--- src/rtl/dfs_defs.svh ---
`ifndef DFS_DEFS_SVH
`define DFS_DEFS_SVH

// Register byte offsets of the fault status bank.
`define DFS_A_COW_HI   16'h0548
`define DFS_A_COW_LO   16'h0549
`define DFS_A_BOW_HI   16'h054B
`define DFS_A_BOW_LO   16'h054C
`define DFS_A_BSW_HI   16'h054E
`define DFS_A_BSW_LO   16'h054F
`define DFS_A_MISC     16'h0550
`define DFS_A_PWR1     16'h0552
`define DFS_A_PWR2     16'h0553
`define DFS_A_PWR3     16'h0554
`define DFS_A_IRQ_STAT 16'h0560
`define DFS_A_IRQ_MASK 16'h0561

// Reset values.
`define DFS_RST_BYTE   8'h00
`define DFS_RST_CELLS  16'h0000
`define DFS_RST_GROUPS 7'h00

// Miscellaneous comparison status fields.
`define DFS_MISC_LPF   0
`define DFS_MISC_ABORT 1

// First power fault register fields.
`define DFS_P1_AOV     0
`define DFS_P1_AOSC    1
`define DFS_P1_DOV     2
`define DFS_P1_COV     3
`define DFS_P1_CUV     4
`define DFS_P1_REFOPEN 5
`define DFS_P1_DGOPEN  6
`define DFS_P1_CGOPEN  7

// Second power fault register fields.
`define DFS_P2_TOV     0
`define DFS_P2_TUV     1
`define DFS_P2_TOSC    2
`define DFS_P2_NEGUV   3
`define DFS_P2_HOSC    4
`define DFS_P2_BIST    6

// Third power fault register field.
`define DFS_P3_DRST    2

// Group index for interrupt status, mask and fault reset.
`define DFS_G_COW      0
`define DFS_G_BOW      1
`define DFS_G_BSW      2
`define DFS_G_MISC     3
`define DFS_G_PWR1     4
`define DFS_G_PWR2     5
`define DFS_G_PWR3     6

`endif

--- src/rtl/dfs_pkg.sv ---
package dfs_pkg;

    // Whole state of the fault status bank.
    typedef struct packed {
        logic [15:0] cow;
        logic [15:0] bow;
        logic [15:0] bsw;
        logic [1:0]  misc;
        logic [7:0]  pwr1;
        logic [7:0]  pwr2;
        logic [7:0]  pwr3;
        logic [6:0]  irq_stat;
        logic [6:0]  irq_mask;
        logic [7:0]  rdata;
        logic        irq;
    } dfs_state_t;

endpackage

--- src/rtl/dfs_bank.sv ---
`timescale 1ns/100ps
`default_nettype none
`include "dfs_defs.svh"

// Functional notes
// - cell open-wire fails, cells 16..9 high, 8..1 low
// - fail when measurement below 4-bit threshold
// - balance open-wire fails per switch, 16 high
// - balance switch fails per switch, 16 high
// - misc bit 0 holds filter diagnostic fail
// - three ground/return open flags, bits 7..5
// - regulator fault flags at bits 4,3,2,0
// - analog oscillation flag bit 1, host ignores
// - supply self-test fail sets second register bit 6
// - reference and pump faults, bits 4..0
// - digital reset flag, third register bit 2
module dfs_bank
    import dfs_pkg::*;
#(
    parameter int CELLS  = 16,
    parameter int MEAS_W = 4
) (
    // Clock and reset.
    input  wire logic                          clock,
    input  wire logic                          rstn,
    // Register port.
    input  wire logic [15:0]                   addr,
    input  wire logic [7:0]                    write_data,
    input  wire logic                          write_strobe,
    input  wire logic                          read_strobe,
    output logic      [7:0]                    read_data,
    // Interrupt.
    output logic                               irq,
    // Cell open-wire comparison.
    input  wire logic                          ow_meas_valid,
    input  wire logic [CELLS-1:0][MEAS_W-1:0]  ow_meas,
    input  wire logic [3:0]                    open_wire_threshold,
    // Balancing diagnostics, one pulse with per-switch results.
    input  wire logic                          bal_ow_done,
    input  wire logic [CELLS-1:0]              balance_open_wire_fail_n,
    input  wire logic                          bal_sw_done,
    input  wire logic [CELLS-1:0]              balance_switch_fail_n,
    // Comparison and filter diagnostics.
    input  wire logic                          comp_adc_done,
    input  wire logic                          comp_adc_aborted,
    input  wire logic                          filter_diag_done,
    input  wire logic                          filter_diag_fail,
    // Supply and pin fault detectors.
    input  wire logic                          comm_ground_open,
    input  wire logic                          digital_ground_open,
    input  wire logic                          reference_return_open,
    input  wire logic                          comm_regulator_undervolt,
    input  wire logic                          comm_regulator_overvolt,
    input  wire logic                          digital_regulator_overvolt,
    input  wire logic                          analog_supply_oscillating,
    input  wire logic                          analog_regulator_overvolt,
    input  wire logic                          supply_selftest_done,
    input  wire logic                          supply_selftest_fail,
    input  wire logic                          high_reference_oscillating,
    input  wire logic                          negative_pump_undervolt,
    input  wire logic                          thermistor_ref_oscillating,
    input  wire logic                          thermistor_ref_undervolt,
    input  wire logic                          thermistor_ref_overvolt,
    // Digital reset causes.
    input  wire logic                          analog_uv_reset,
    input  wire logic                          shutdown_wake,
    input  wire logic                          hw_reset_event,
    // Fault reset, one bit per register group.
    input  wire logic [6:0]                    fault_reset
);

    dfs_state_t q;
    dfs_state_t d;

    logic [CELLS-1:0] cow_now;
    logic [15:0]      cow_set;
    logic [15:0]      bow_set;
    logic [15:0]      bsw_set;
    logic [1:0]       misc_set;
    logic [7:0]       p1_set;
    logic [7:0]       p2_set;
    logic [7:0]       p3_set;
    logic [6:0]       grp_ev;
    logic [6:0]       w1c;

    // Per-cell comparison of the open-wire measurement with the threshold.
    genvar gi;
    generate
        for (gi = 0; gi < CELLS; gi = gi + 1) begin : g_cell
            assign cow_now[gi] = ow_meas_valid &&
                (MEAS_W'(ow_meas[gi]) < MEAS_W'(open_wire_threshold));
        end
    endgenerate

    // Set terms for each register in register bit order.
    always_comb begin
        cow_set = `DFS_RST_CELLS;
        cow_set[CELLS-1:0] = cow_now;
        bow_set = `DFS_RST_CELLS;
        if (bal_ow_done) begin
            bow_set[CELLS-1:0] = balance_open_wire_fail_n;
        end
        bsw_set = `DFS_RST_CELLS;
        if (bal_sw_done) begin
            bsw_set[CELLS-1:0] = balance_switch_fail_n;
        end
        misc_set = 2'h0;
        misc_set[`DFS_MISC_ABORT] = comp_adc_done && comp_adc_aborted;
        misc_set[`DFS_MISC_LPF] = filter_diag_done && filter_diag_fail;
        p1_set = `DFS_RST_BYTE;
        p1_set[`DFS_P1_CGOPEN] = comm_ground_open;
        p1_set[`DFS_P1_DGOPEN] = digital_ground_open;
        p1_set[`DFS_P1_REFOPEN] = reference_return_open;
        p1_set[`DFS_P1_CUV] = comm_regulator_undervolt;
        p1_set[`DFS_P1_COV] = comm_regulator_overvolt;
        p1_set[`DFS_P1_DOV] = digital_regulator_overvolt;
        p1_set[`DFS_P1_AOSC] = analog_supply_oscillating;
        p1_set[`DFS_P1_AOV] = analog_regulator_overvolt;
        p2_set = `DFS_RST_BYTE;
        p2_set[`DFS_P2_BIST] = supply_selftest_done && supply_selftest_fail;
        p2_set[`DFS_P2_HOSC] = high_reference_oscillating;
        p2_set[`DFS_P2_NEGUV] = negative_pump_undervolt;
        p2_set[`DFS_P2_TOSC] = thermistor_ref_oscillating;
        p2_set[`DFS_P2_TUV] = thermistor_ref_undervolt;
        p2_set[`DFS_P2_TOV] = thermistor_ref_overvolt;
        p3_set = `DFS_RST_BYTE;
        p3_set[`DFS_P3_DRST] = analog_uv_reset || shutdown_wake ||
                               hw_reset_event;
    end

    // A group event is any fault bit that rises from clear to set.
    always_comb begin
        grp_ev = `DFS_RST_GROUPS;
        grp_ev[`DFS_G_COW] = |(cow_set & ~q.cow);
        grp_ev[`DFS_G_BOW] = |(bow_set & ~q.bow);
        grp_ev[`DFS_G_BSW] = |(bsw_set & ~q.bsw);
        grp_ev[`DFS_G_MISC] = |(misc_set & ~q.misc);
        grp_ev[`DFS_G_PWR1] = |(p1_set & ~q.pwr1);
        grp_ev[`DFS_G_PWR2] = |(p2_set & ~q.pwr2);
        grp_ev[`DFS_G_PWR3] = |(p3_set & ~q.pwr3);
    end

    // Write-one-to-clear strobe for the interrupt status register.
    always_comb begin
        w1c = `DFS_RST_GROUPS;
        if (write_strobe && (addr == `DFS_A_IRQ_STAT)) begin
            w1c = write_data[6:0];
        end
    end

    // Next state; a set in the same cycle as a clear wins.
    always_comb begin
        d = q;
        // Fault bits clear only by fault reset; host writes never reach them.
        d.cow = (fault_reset[`DFS_G_COW] ? `DFS_RST_CELLS : q.cow) | cow_set;
        d.bow = (fault_reset[`DFS_G_BOW] ? `DFS_RST_CELLS : q.bow) | bow_set;
        d.bsw = (fault_reset[`DFS_G_BSW] ? `DFS_RST_CELLS : q.bsw) | bsw_set;
        d.misc = (fault_reset[`DFS_G_MISC] ? 2'h0 : q.misc) | misc_set;
        d.pwr1 = (fault_reset[`DFS_G_PWR1] ? `DFS_RST_BYTE : q.pwr1) | p1_set;
        d.pwr2 = (fault_reset[`DFS_G_PWR2] ? `DFS_RST_BYTE : q.pwr2) | p2_set;
        d.pwr3 = (fault_reset[`DFS_G_PWR3] ? `DFS_RST_BYTE : q.pwr3) | p3_set;
        // Interrupt status is sticky and cleared by writing ones.
        d.irq_stat = (q.irq_stat & ~w1c) | grp_ev;
        if (write_strobe && (addr == `DFS_A_IRQ_MASK)) begin
            d.irq_mask = write_data[6:0];
        end
        // Read data stands for exactly one cycle after the strobe.
        d.rdata = `DFS_RST_BYTE;
        if (read_strobe) begin
            case (addr)
                `DFS_A_COW_HI:   d.rdata = q.cow[15:8];
                `DFS_A_COW_LO:   d.rdata = q.cow[7:0];
                `DFS_A_BOW_HI:   d.rdata = q.bow[15:8];
                `DFS_A_BOW_LO:   d.rdata = q.bow[7:0];
                `DFS_A_BSW_HI:   d.rdata = q.bsw[15:8];
                `DFS_A_BSW_LO:   d.rdata = q.bsw[7:0];
                `DFS_A_MISC:     d.rdata = {6'h00, q.misc};
                `DFS_A_PWR1:     d.rdata = q.pwr1;
                `DFS_A_PWR2:     d.rdata = q.pwr2;
                `DFS_A_PWR3:     d.rdata = q.pwr3;
                `DFS_A_IRQ_STAT: d.rdata = {1'b0, q.irq_stat};
                `DFS_A_IRQ_MASK: d.rdata = {1'b0, q.irq_mask};
                default:         d.rdata = `DFS_RST_BYTE;
            endcase
        end
        d.irq = |(d.irq_stat & d.irq_mask);
    end

    // State register.
    always_ff @(posedge clock or negedge rstn) begin
        if (!rstn) begin
            q.cow      <= `DFS_RST_CELLS;
            q.bow      <= `DFS_RST_CELLS;
            q.bsw      <= `DFS_RST_CELLS;
            q.misc     <= 2'h0;
            q.pwr1     <= `DFS_RST_BYTE;
            q.pwr2     <= `DFS_RST_BYTE;
            q.pwr3     <= `DFS_RST_BYTE;
            q.irq_stat <= `DFS_RST_GROUPS;
            q.irq_mask <= `DFS_RST_GROUPS;
            q.rdata    <= `DFS_RST_BYTE;
            q.irq      <= 1'b0;
        end else begin
            q <= d;
        end
    end

    // Outputs come straight from the state register.
    assign read_data = q.rdata;
    assign irq       = q.irq;
endmodule
`default_nettype wire

--- config.mk ---
export PLATFORM = sky130hd
export DESIGN_NAME = dfs_bank
export DESIGN_NICKNAME = d
export VERILOG_FILES = /design/src/rtl/dfs_pkg.sv /design/src/rtl/dfs_bank.sv
export VERILOG_INCLUDE_DIRS = /design/src /design/src/rtl
export SDC_FILE = /design/constraint.sdc
export NUM_CORES = 1
export LEC_CHECK = 0
export ABC_AREA = 0
export BUFFER_PORTS_ARGS = -buffer_cell sky130_fd_sc_hd__buf_2
export CORE_ASPECT_RATIO = 1.1
export CORE_MARGIN = 3
export CORE_UTILIZATION = 56
export CTS_CLUSTER_SIZE = 12
export DETAILED_ROUTE_END_ITERATION = 10
export PLACE_DENSITY = 0.87
export SYNTH_ARGS = -nofsm -noshare
export SYNTH_HDL_FRONTEND = slang
export SYNTH_SLANG_ARGS = --single-unit
--- constraint.sdc ---
create_clock -name clock -period 3.4 [get_ports clock]
set_input_delay 0.68 -clock clock [delete_from_list [all_inputs] [get_ports clock]]
set_output_delay 0.68 -clock clock [all_outputs]
set_load 0.05 [all_outputs]
==> results.md, run 1 <==
- Final setup viols: 0
- Compound-cell area share of the yosys netlist: between 20% and 30%
- Max-slew violation count: 0
- Routed Antenna Nets: 0
- Slew headroom: a little over a quarter
- Commonest non-fill, non-tap cell in the layout: buf_2
- Reg-to-Reg Start: q[67]
- Worst setup path class: in -> reg
- Syn-to-layout area delta: 21.0%
- NetSw: between 0.7 and 0.8 mW
- Ports: ~170
- Pint: roughly 1.7 mW
- Status: finished clean
- Worst slew pin tran: approximately 1.1 ns
- Layout cells sized above 1: 28.1%
- Post-layout util: just over 70%
- H-tree levels: 3
- VDD IR max: 0.000260 V
- Reg-to-reg endpoint: irq
- Crit path max fanout: 7
- Number of diodes: 0
- Asr flop ratio synth: 100%
- Final setup skew: 0.0103 ns
- DR vias: approximately 5300
- Fmax: roughly 0.33 GHz
- CP Data Arrival Time: 3.26 ns
- CP Launch Type: primary input
- Initial Utilization: a little under 60%
- Cell area after synthesis: approximately 5300 um^2
- Max Buffers Root-to-Sink: 2
- XOR/XNOR Fraction of Synth Area: 0%
- EDFF count, synth: 0
- DR iter-0 viols: just over 600
- CTS tree: yes
- FF-to-FF setup slack: ~1.2 ns
- Sequential share of the synthesized area: around 41%
- Synth warn: 0
- Crit path largest cell delay: between 0.5 and 0.6 ns
- Clock slew at reported path FFs: ~0.09 ns
- Setup TNS: 0 ns
- Area of the core: approximately 9100 um^2
- Die Wd: 99.1 um
- Simple-gate share of the synthesized area: around an eighth
- Post-synth top flop: dfrtp_1
- Port Buf Inserts: 167
- Critical-path top delay cell: or4_4
- Overall routing resource usage: a little over 30%
- Mux cell area share after synthesis: roughly 2.1%
- Congestion Overflow GR: 0
- Clock network power share: 34.0%
- #FFs+latches synth: 88
- Leak pwr: 3.25 nW
- Hold Buf Count CTS: 0
- Most frequent cells in the layout: 166 x buf_2, 88 x dfrtp_1, 74 x inv_1
- CP Capture Type: flop
- Final hold vios: 0
- Clock Tree Root: clkbuf_8
- Adder-Cell Fraction of Synth Area: 11.3%
- Wire per inst: about 19 um
- Fillers: just under 700
- CP top delay family: simple AND/OR/NAND/NOR gates
- Vias per cell: between 6 and 7
- Post-CTS Setup Bufs: 0
- Clk sinks: 88
- Clock latency on the worst-skew pair: 0.37 ns
- FF-to-FF path depth: 7
- Drt total wl: approximately 16 mm
- Syn avg cell area: 9.30 um^2
- Final net count: 942
- Post-Syn Nets: ~800
- DRC Markers: 0
- First-pass iteration count of the detailed router: 6
- Unique masters post-synth: 48
- RSZ-0062 raised after global routing: false
- Largest net degree at the start of global routing: just under 90
- PD cells: approximately 380 nW/um^2
- Synth Instances: 574
- Worst EP required: approximately 3.7 ns
- CTS resizes: 0
- CP cell instances: buf_2, or4_4, or3_4, nor2_2, and3_1, mux2_2, a22o_1, a2111o_1
- FP Rows: 36
- Comb power frac: 17.3%
- Flop pwr share: a little under 50%
- Min-Delay Path Class: in -> async
- Max-cap viol count: 0
- Detailed placement HPWL: approximately 13 mm
- Final GP Congestion: just over 0.9
- Die area: approximately 11000 um^2
- Buf/Inv on CP: 1
- Sw Ratio: between 20% and 30%
- Largest family of logic cells by synthesized area: compound AO/OA/AOI/OAI gates
- Initial antenna violation count: 0
- Vias in the first global route: around 5300
- CTS Buf Count: 9
- Die Y: between 100 and 150 um
- Global-route wire length before repair: 25.5 mm
- Tmin final: roughly 3 ns
- Final worst-path cycle share: between 80% and 90%
[how the worst max path moves through the flow]
stage	cells after the start	end	start
after floorplan	8	irq	addr[13]
after global placement	8	irq	addr[13]
after detailed placement	8	irq	addr[13]
after CTS	8	irq	addr[13]
after global routing	8	irq	addr[13]
final	8	irq	addr[13]
[cell usage after synthesis (3+ instances only)]
cell | instances | area, um^2
nand2b_1 | 19 | 119
a22o_1 | 17 | 149
o22ai_1 | 8 | 50.1
dfrtp_1 | 88 | 2200
a22oi_1 | 9 | 67.6
and3_1 | 4 | 25.0
a211oi_1 | 11 | 82.6
nor3b_1 | 3 | 22.5
mux2_2 | 10 | 113
a31oi_1 | 9 | 56.3
a222oi_1 | 8 | 80.1
nand4_1 | 4 | 25.0
o21ai_0 | 73 | 365
a21boi_0 | 3 | 22.5
a21o_1 | 15 | 113
or2_2 | 6 | 37.5
ha_1 | 48 | 601
nor3_1 | 11 | 55.1
nand3b_1 | 4 | 30.0
nor2_1 | 10 | 37.5
clkbuf_1 | 12 | 45.0
nand2_1 | 56 | 210
a21oi_1 | 21 | 105
buf_4 | 9 | 67.6
a221oi_1 | 17 | 149
inv_1 | 74 | 278
[per-layer routing]
| metal | vias up | global-route usage [%] | share of wire, % |
|---|---|---|---|
| li1 | 2395 | - | - |
| met1 | 2542 | 36.9 | 38 |
| met5 | - | 0 | 0 |
| met2 | 323 | 50.8 | 49 |
| met4 | 0 | 12.5 | 4.0 |
| met3 | 70 | 7.74 | 9.7 |
[through the flow]
stage               power [mW]  setup WS (ns)  cells  hold WS [ns]  cell area [um^2]
floorplan                 1.40          0.142    574         0.384              5340
global placement          1.60         0.0812    837         0.483              6230
detailed placement        1.63         0.0211    837         0.497              6230
CTS                       2.44          0.409    853         0.495              6460
global route              2.56          0.339    853         0.497              6460
finish                    2.45          0.391    853         0.496              6460
[logic make-up (layout without fill, tap and decap cells)]
logic type               after synthesis  count (layout)
AO/OA/AOI/OAI                        201             201
AND/OR/NAND/NOR                      131             131
flip-flops                            88              88
buffers and inverters                 96             261
adder cells (fa/ha/maj)               48              48
multiplexers                          10              10
[sequential cells by signal, indices dropped and copies added (netlist names)]
name / flops
read_data: 8
q: 79
irq: 1
[final cells by class]
type	count	area [um^2]	area share, %
sequential	88	2200	34.1
multi-input combinational	390	2740	42.4
clock buffer	10	138	2.13
clock inverter	6	91.3	1.41
timing repair buffer	171	868	13.4
tap	114	143	2.21
inverter	74	278	4.30
[worst reg2reg max path: cells and delay by family, from the launching register on]
family,cells,cell delay [ns]
AND/OR/NAND/NOR,1,0.19
flip-flops,1,0.43
buffers and inverters,1,0.08
AO/OA/AOI/OAI,5,1.38
[power groups by stage]
stage / registers (mW) / logic [mW] / clock network, mW
2_1_floorplan: 1.18 / 0.223 / 0
3_5_place_dp: 1.21 / 0.418 / 0
5_1_grt: 1.20 / 0.480 / 0.886
6_report: 1.19 / 0.424 / 0.833
4_1_cts: 1.19 / 0.421 / 0.833
3_3_place_gp: 1.21 / 0.389 / 0
(Power assumes the default switching activity.)
==> run 2, diff against run 1 <==
--- a/config.mk
+++ b/config.mk
@@ -7,13 +7,13 @@
 export NUM_CORES = 1
 export LEC_CHECK = 0
 export ABC_AREA = 0
-export BUFFER_PORTS_ARGS = -buffer_cell sky130_fd_sc_hd__buf_2
+export BUFFER_PORTS_ARGS = -buffer_cell sky130_fd_sc_hd__buf_4
 export CORE_ASPECT_RATIO = 1.1
 export CORE_MARGIN = 3
-export CORE_UTILIZATION = 56
+export CORE_UTILIZATION = 52
 export CTS_CLUSTER_SIZE = 12
 export DETAILED_ROUTE_END_ITERATION = 10
-export PLACE_DENSITY = 0.87
+export PLACE_DENSITY = 0.81
 export SYNTH_ARGS = -nofsm -noshare
 export SYNTH_HDL_FRONTEND = slang
 export SYNTH_SLANG_ARGS = --single-unit
==> constraint.sdc (replaced) <==
create_clock -name clock -period 3.1 [get_ports clock]
set_input_delay 0.62 -clock clock [delete_from_list [all_inputs] [get_ports clock]]
set_output_delay 0.62 -clock clock [all_outputs]
set_load 0.05 [all_outputs]
==> results.md, run 2 (synthesis gave the netlist of run 1 again) <==
- Worst slew pin tran: roughly 1.1 ns
- Die Y: around 110 um
- Clock latency on the worst-skew pair: 0.36 ns
- Detailed placement HPWL: 13.0 mm
- CTS resizes: 0
- PD cells: 381 nW/um^2
- Drt total wl: between 15 and 20 mm
- Largest net degree at the start of global routing: 89
- Global-route wire length before repair: about 26 mm
- Max-cap viol count: 0
- Fin area: between 6000 and 7000 um^2
- Inst Count DP: roughly 860
- Vias per cell: approximately 6.0
- Max-slew violation count: 0
- Clock slew at reported path FFs: roughly 0.090 ns
- Reg-to-Reg Start: q[63]
- Final worst-path cycle share: about 94%
- Worst Setup SP: addr[13]
- CP Launch Type: primary input
- DRC Markers: 0
- Reg with most FFs: q
- Hold Buf Count CTS: 0
- Crit path largest cell delay: 0.54 ns
- Syn-to-layout area delta: 30.5%
- Max reg flops: 79
- DR vias: a little over 5000
- Die Wd: roughly 100 um
- Tmin final: between 2 and 3 ns
- H-tree levels: 3
- Max Buffers Root-to-Sink: 2
- First-pass iteration count of the detailed router: 6
- CP Capture Type: flop
- CTS tree: yes
- Final hold vios: 0
- Congestion Overflow GR: 0
- Leak pwr: 3.44 nW
- FP Rows: 38
- Min Hold Slack: 0.430 ns
- Layout cells sized above 1: between 20% and 30%
- Routed Antenna Nets: 0
- Final GP Congestion: 0.904
- Fin cells: 872
- Crit path max fanout: 7
- Vias in the first global route: between 5000 and 6000
- Overall routing resource usage: about 29%
- Critical-path top delay cell: or4_4
- Clock Tree Root: clkbuf_8
- CP Data Arrival Time: around 3.2 ns
- Setup TNS: 0 ns
- Worst setup path class: in -> reg
- CP cell instances: buf_4, or4_4, or3_4, nor2_4, and3_1, mux2_2, a22o_1, a2111o_1
- Placed Area: 6760 um^2
- Die area: roughly 12000 um^2
- Status: finished clean
- DR iter-0 viols: 529
- Most frequent cells in the layout: 184 x buf_4, 88 x dfrtp_1, 74 x inv_1
- Final setup viols: 0
- Initial Utilization: a little over half
- Area of the core: 9940 um^2
- Clk sinks: 88
- Ports: 169
- Slew headroom: between 20% and 30%
- VDD IR max: about 0.00036 V
- Commonest non-fill, non-tap cell in the layout: buf_4
- CTS Buf Count: 9
- Min-Delay Path Class: in -> async
- Fmax: 0.342 GHz
- RSZ-0062 raised after global routing: false
- Wire per inst: roughly 19 um
- Final net count: approximately 960
- Port Buf Inserts: approximately 170
- Number of diodes: 0
- Worst EP required: 3.35 ns
- Post-CTS Setup Bufs: 0
- Initial antenna violation count: 0
- Final setup skew: 0.00788 ns
==> run 2: final timing paths <==
| check | slack, ns | cells after the start | end |
|---|---|---|---|
| setup / recovery | 0.18 | 8 | irq |
| hold / removal | 0.43 | 1 | q[42] |
| setup reg to reg | 1.00 | 7 | irq |
| hold reg to reg | 0.52 | 1 | q[45] |
| max in group asynchronous | 1.97 | 1 | read_data[3] |
| min in group clock | 0.44 | 2 | q[48] |
==> run 2: stage by stage <==
stage / worst slack [ns] / power, mW / util [%]
2_1_floorplan: 0.0300 / 1.54 / -
3_3_place_gp: -0.136 / 1.82 / 68.0
3_5_place_dp: -0.191 / 1.85 / 68.0
4_1_cts: 0.185 / 2.66 / 70.1
5_1_grt: 0.134 / 2.79 / 70.1
6_report: 0.176 / 2.65 / 70.1
==> run 2: final cells by class <==
cell class | instances | area [um^2]
fillers | 751 | 2970
flip-flops and latches | 88 | 2200
well taps | 120 | 150
clock buffers | 12 | 155
inverters | 74 | 278
repair buffers | 184 | 1380
multi-input cells | 390 | 2740
clock inverters | 4 | 52.6
==> run 2: routing by layer <==
layer	vias to the layer above	track usage, %	share of wire [%]	routed length, um
met4	0	9.36	2.9	465
met5	-	0	0	0
met3	44	5.53	8.4	1360
met2	262	47.7	49	8010
li1	2421	-	-	-
met1	2471	37.7	39	6390
==> run 2: power by group <==
| part | leakage, nW | internal (mW) | switching [mW] | total, mW |
|---|---|---|---|---|
| Sequential | 1.05 | 1.23 | 0.0811 | 1.31 |
| Combinational | 2.30 | 0.263 | 0.258 | 0.522 |
| Clock | 0.0948 | 0.417 | 0.405 | 0.822 |
| Total | 3.44 | 1.91 | 0.745 | 2.65 |
==> run 2: critical path: cells and delay by family <==
family,cells,cell delay [ns]
buffers and inverters,1,0.11
AOI/OAI and AO/OA,2,0.64
muxes,1,0.39
and+or+nand+nor,4,1.40
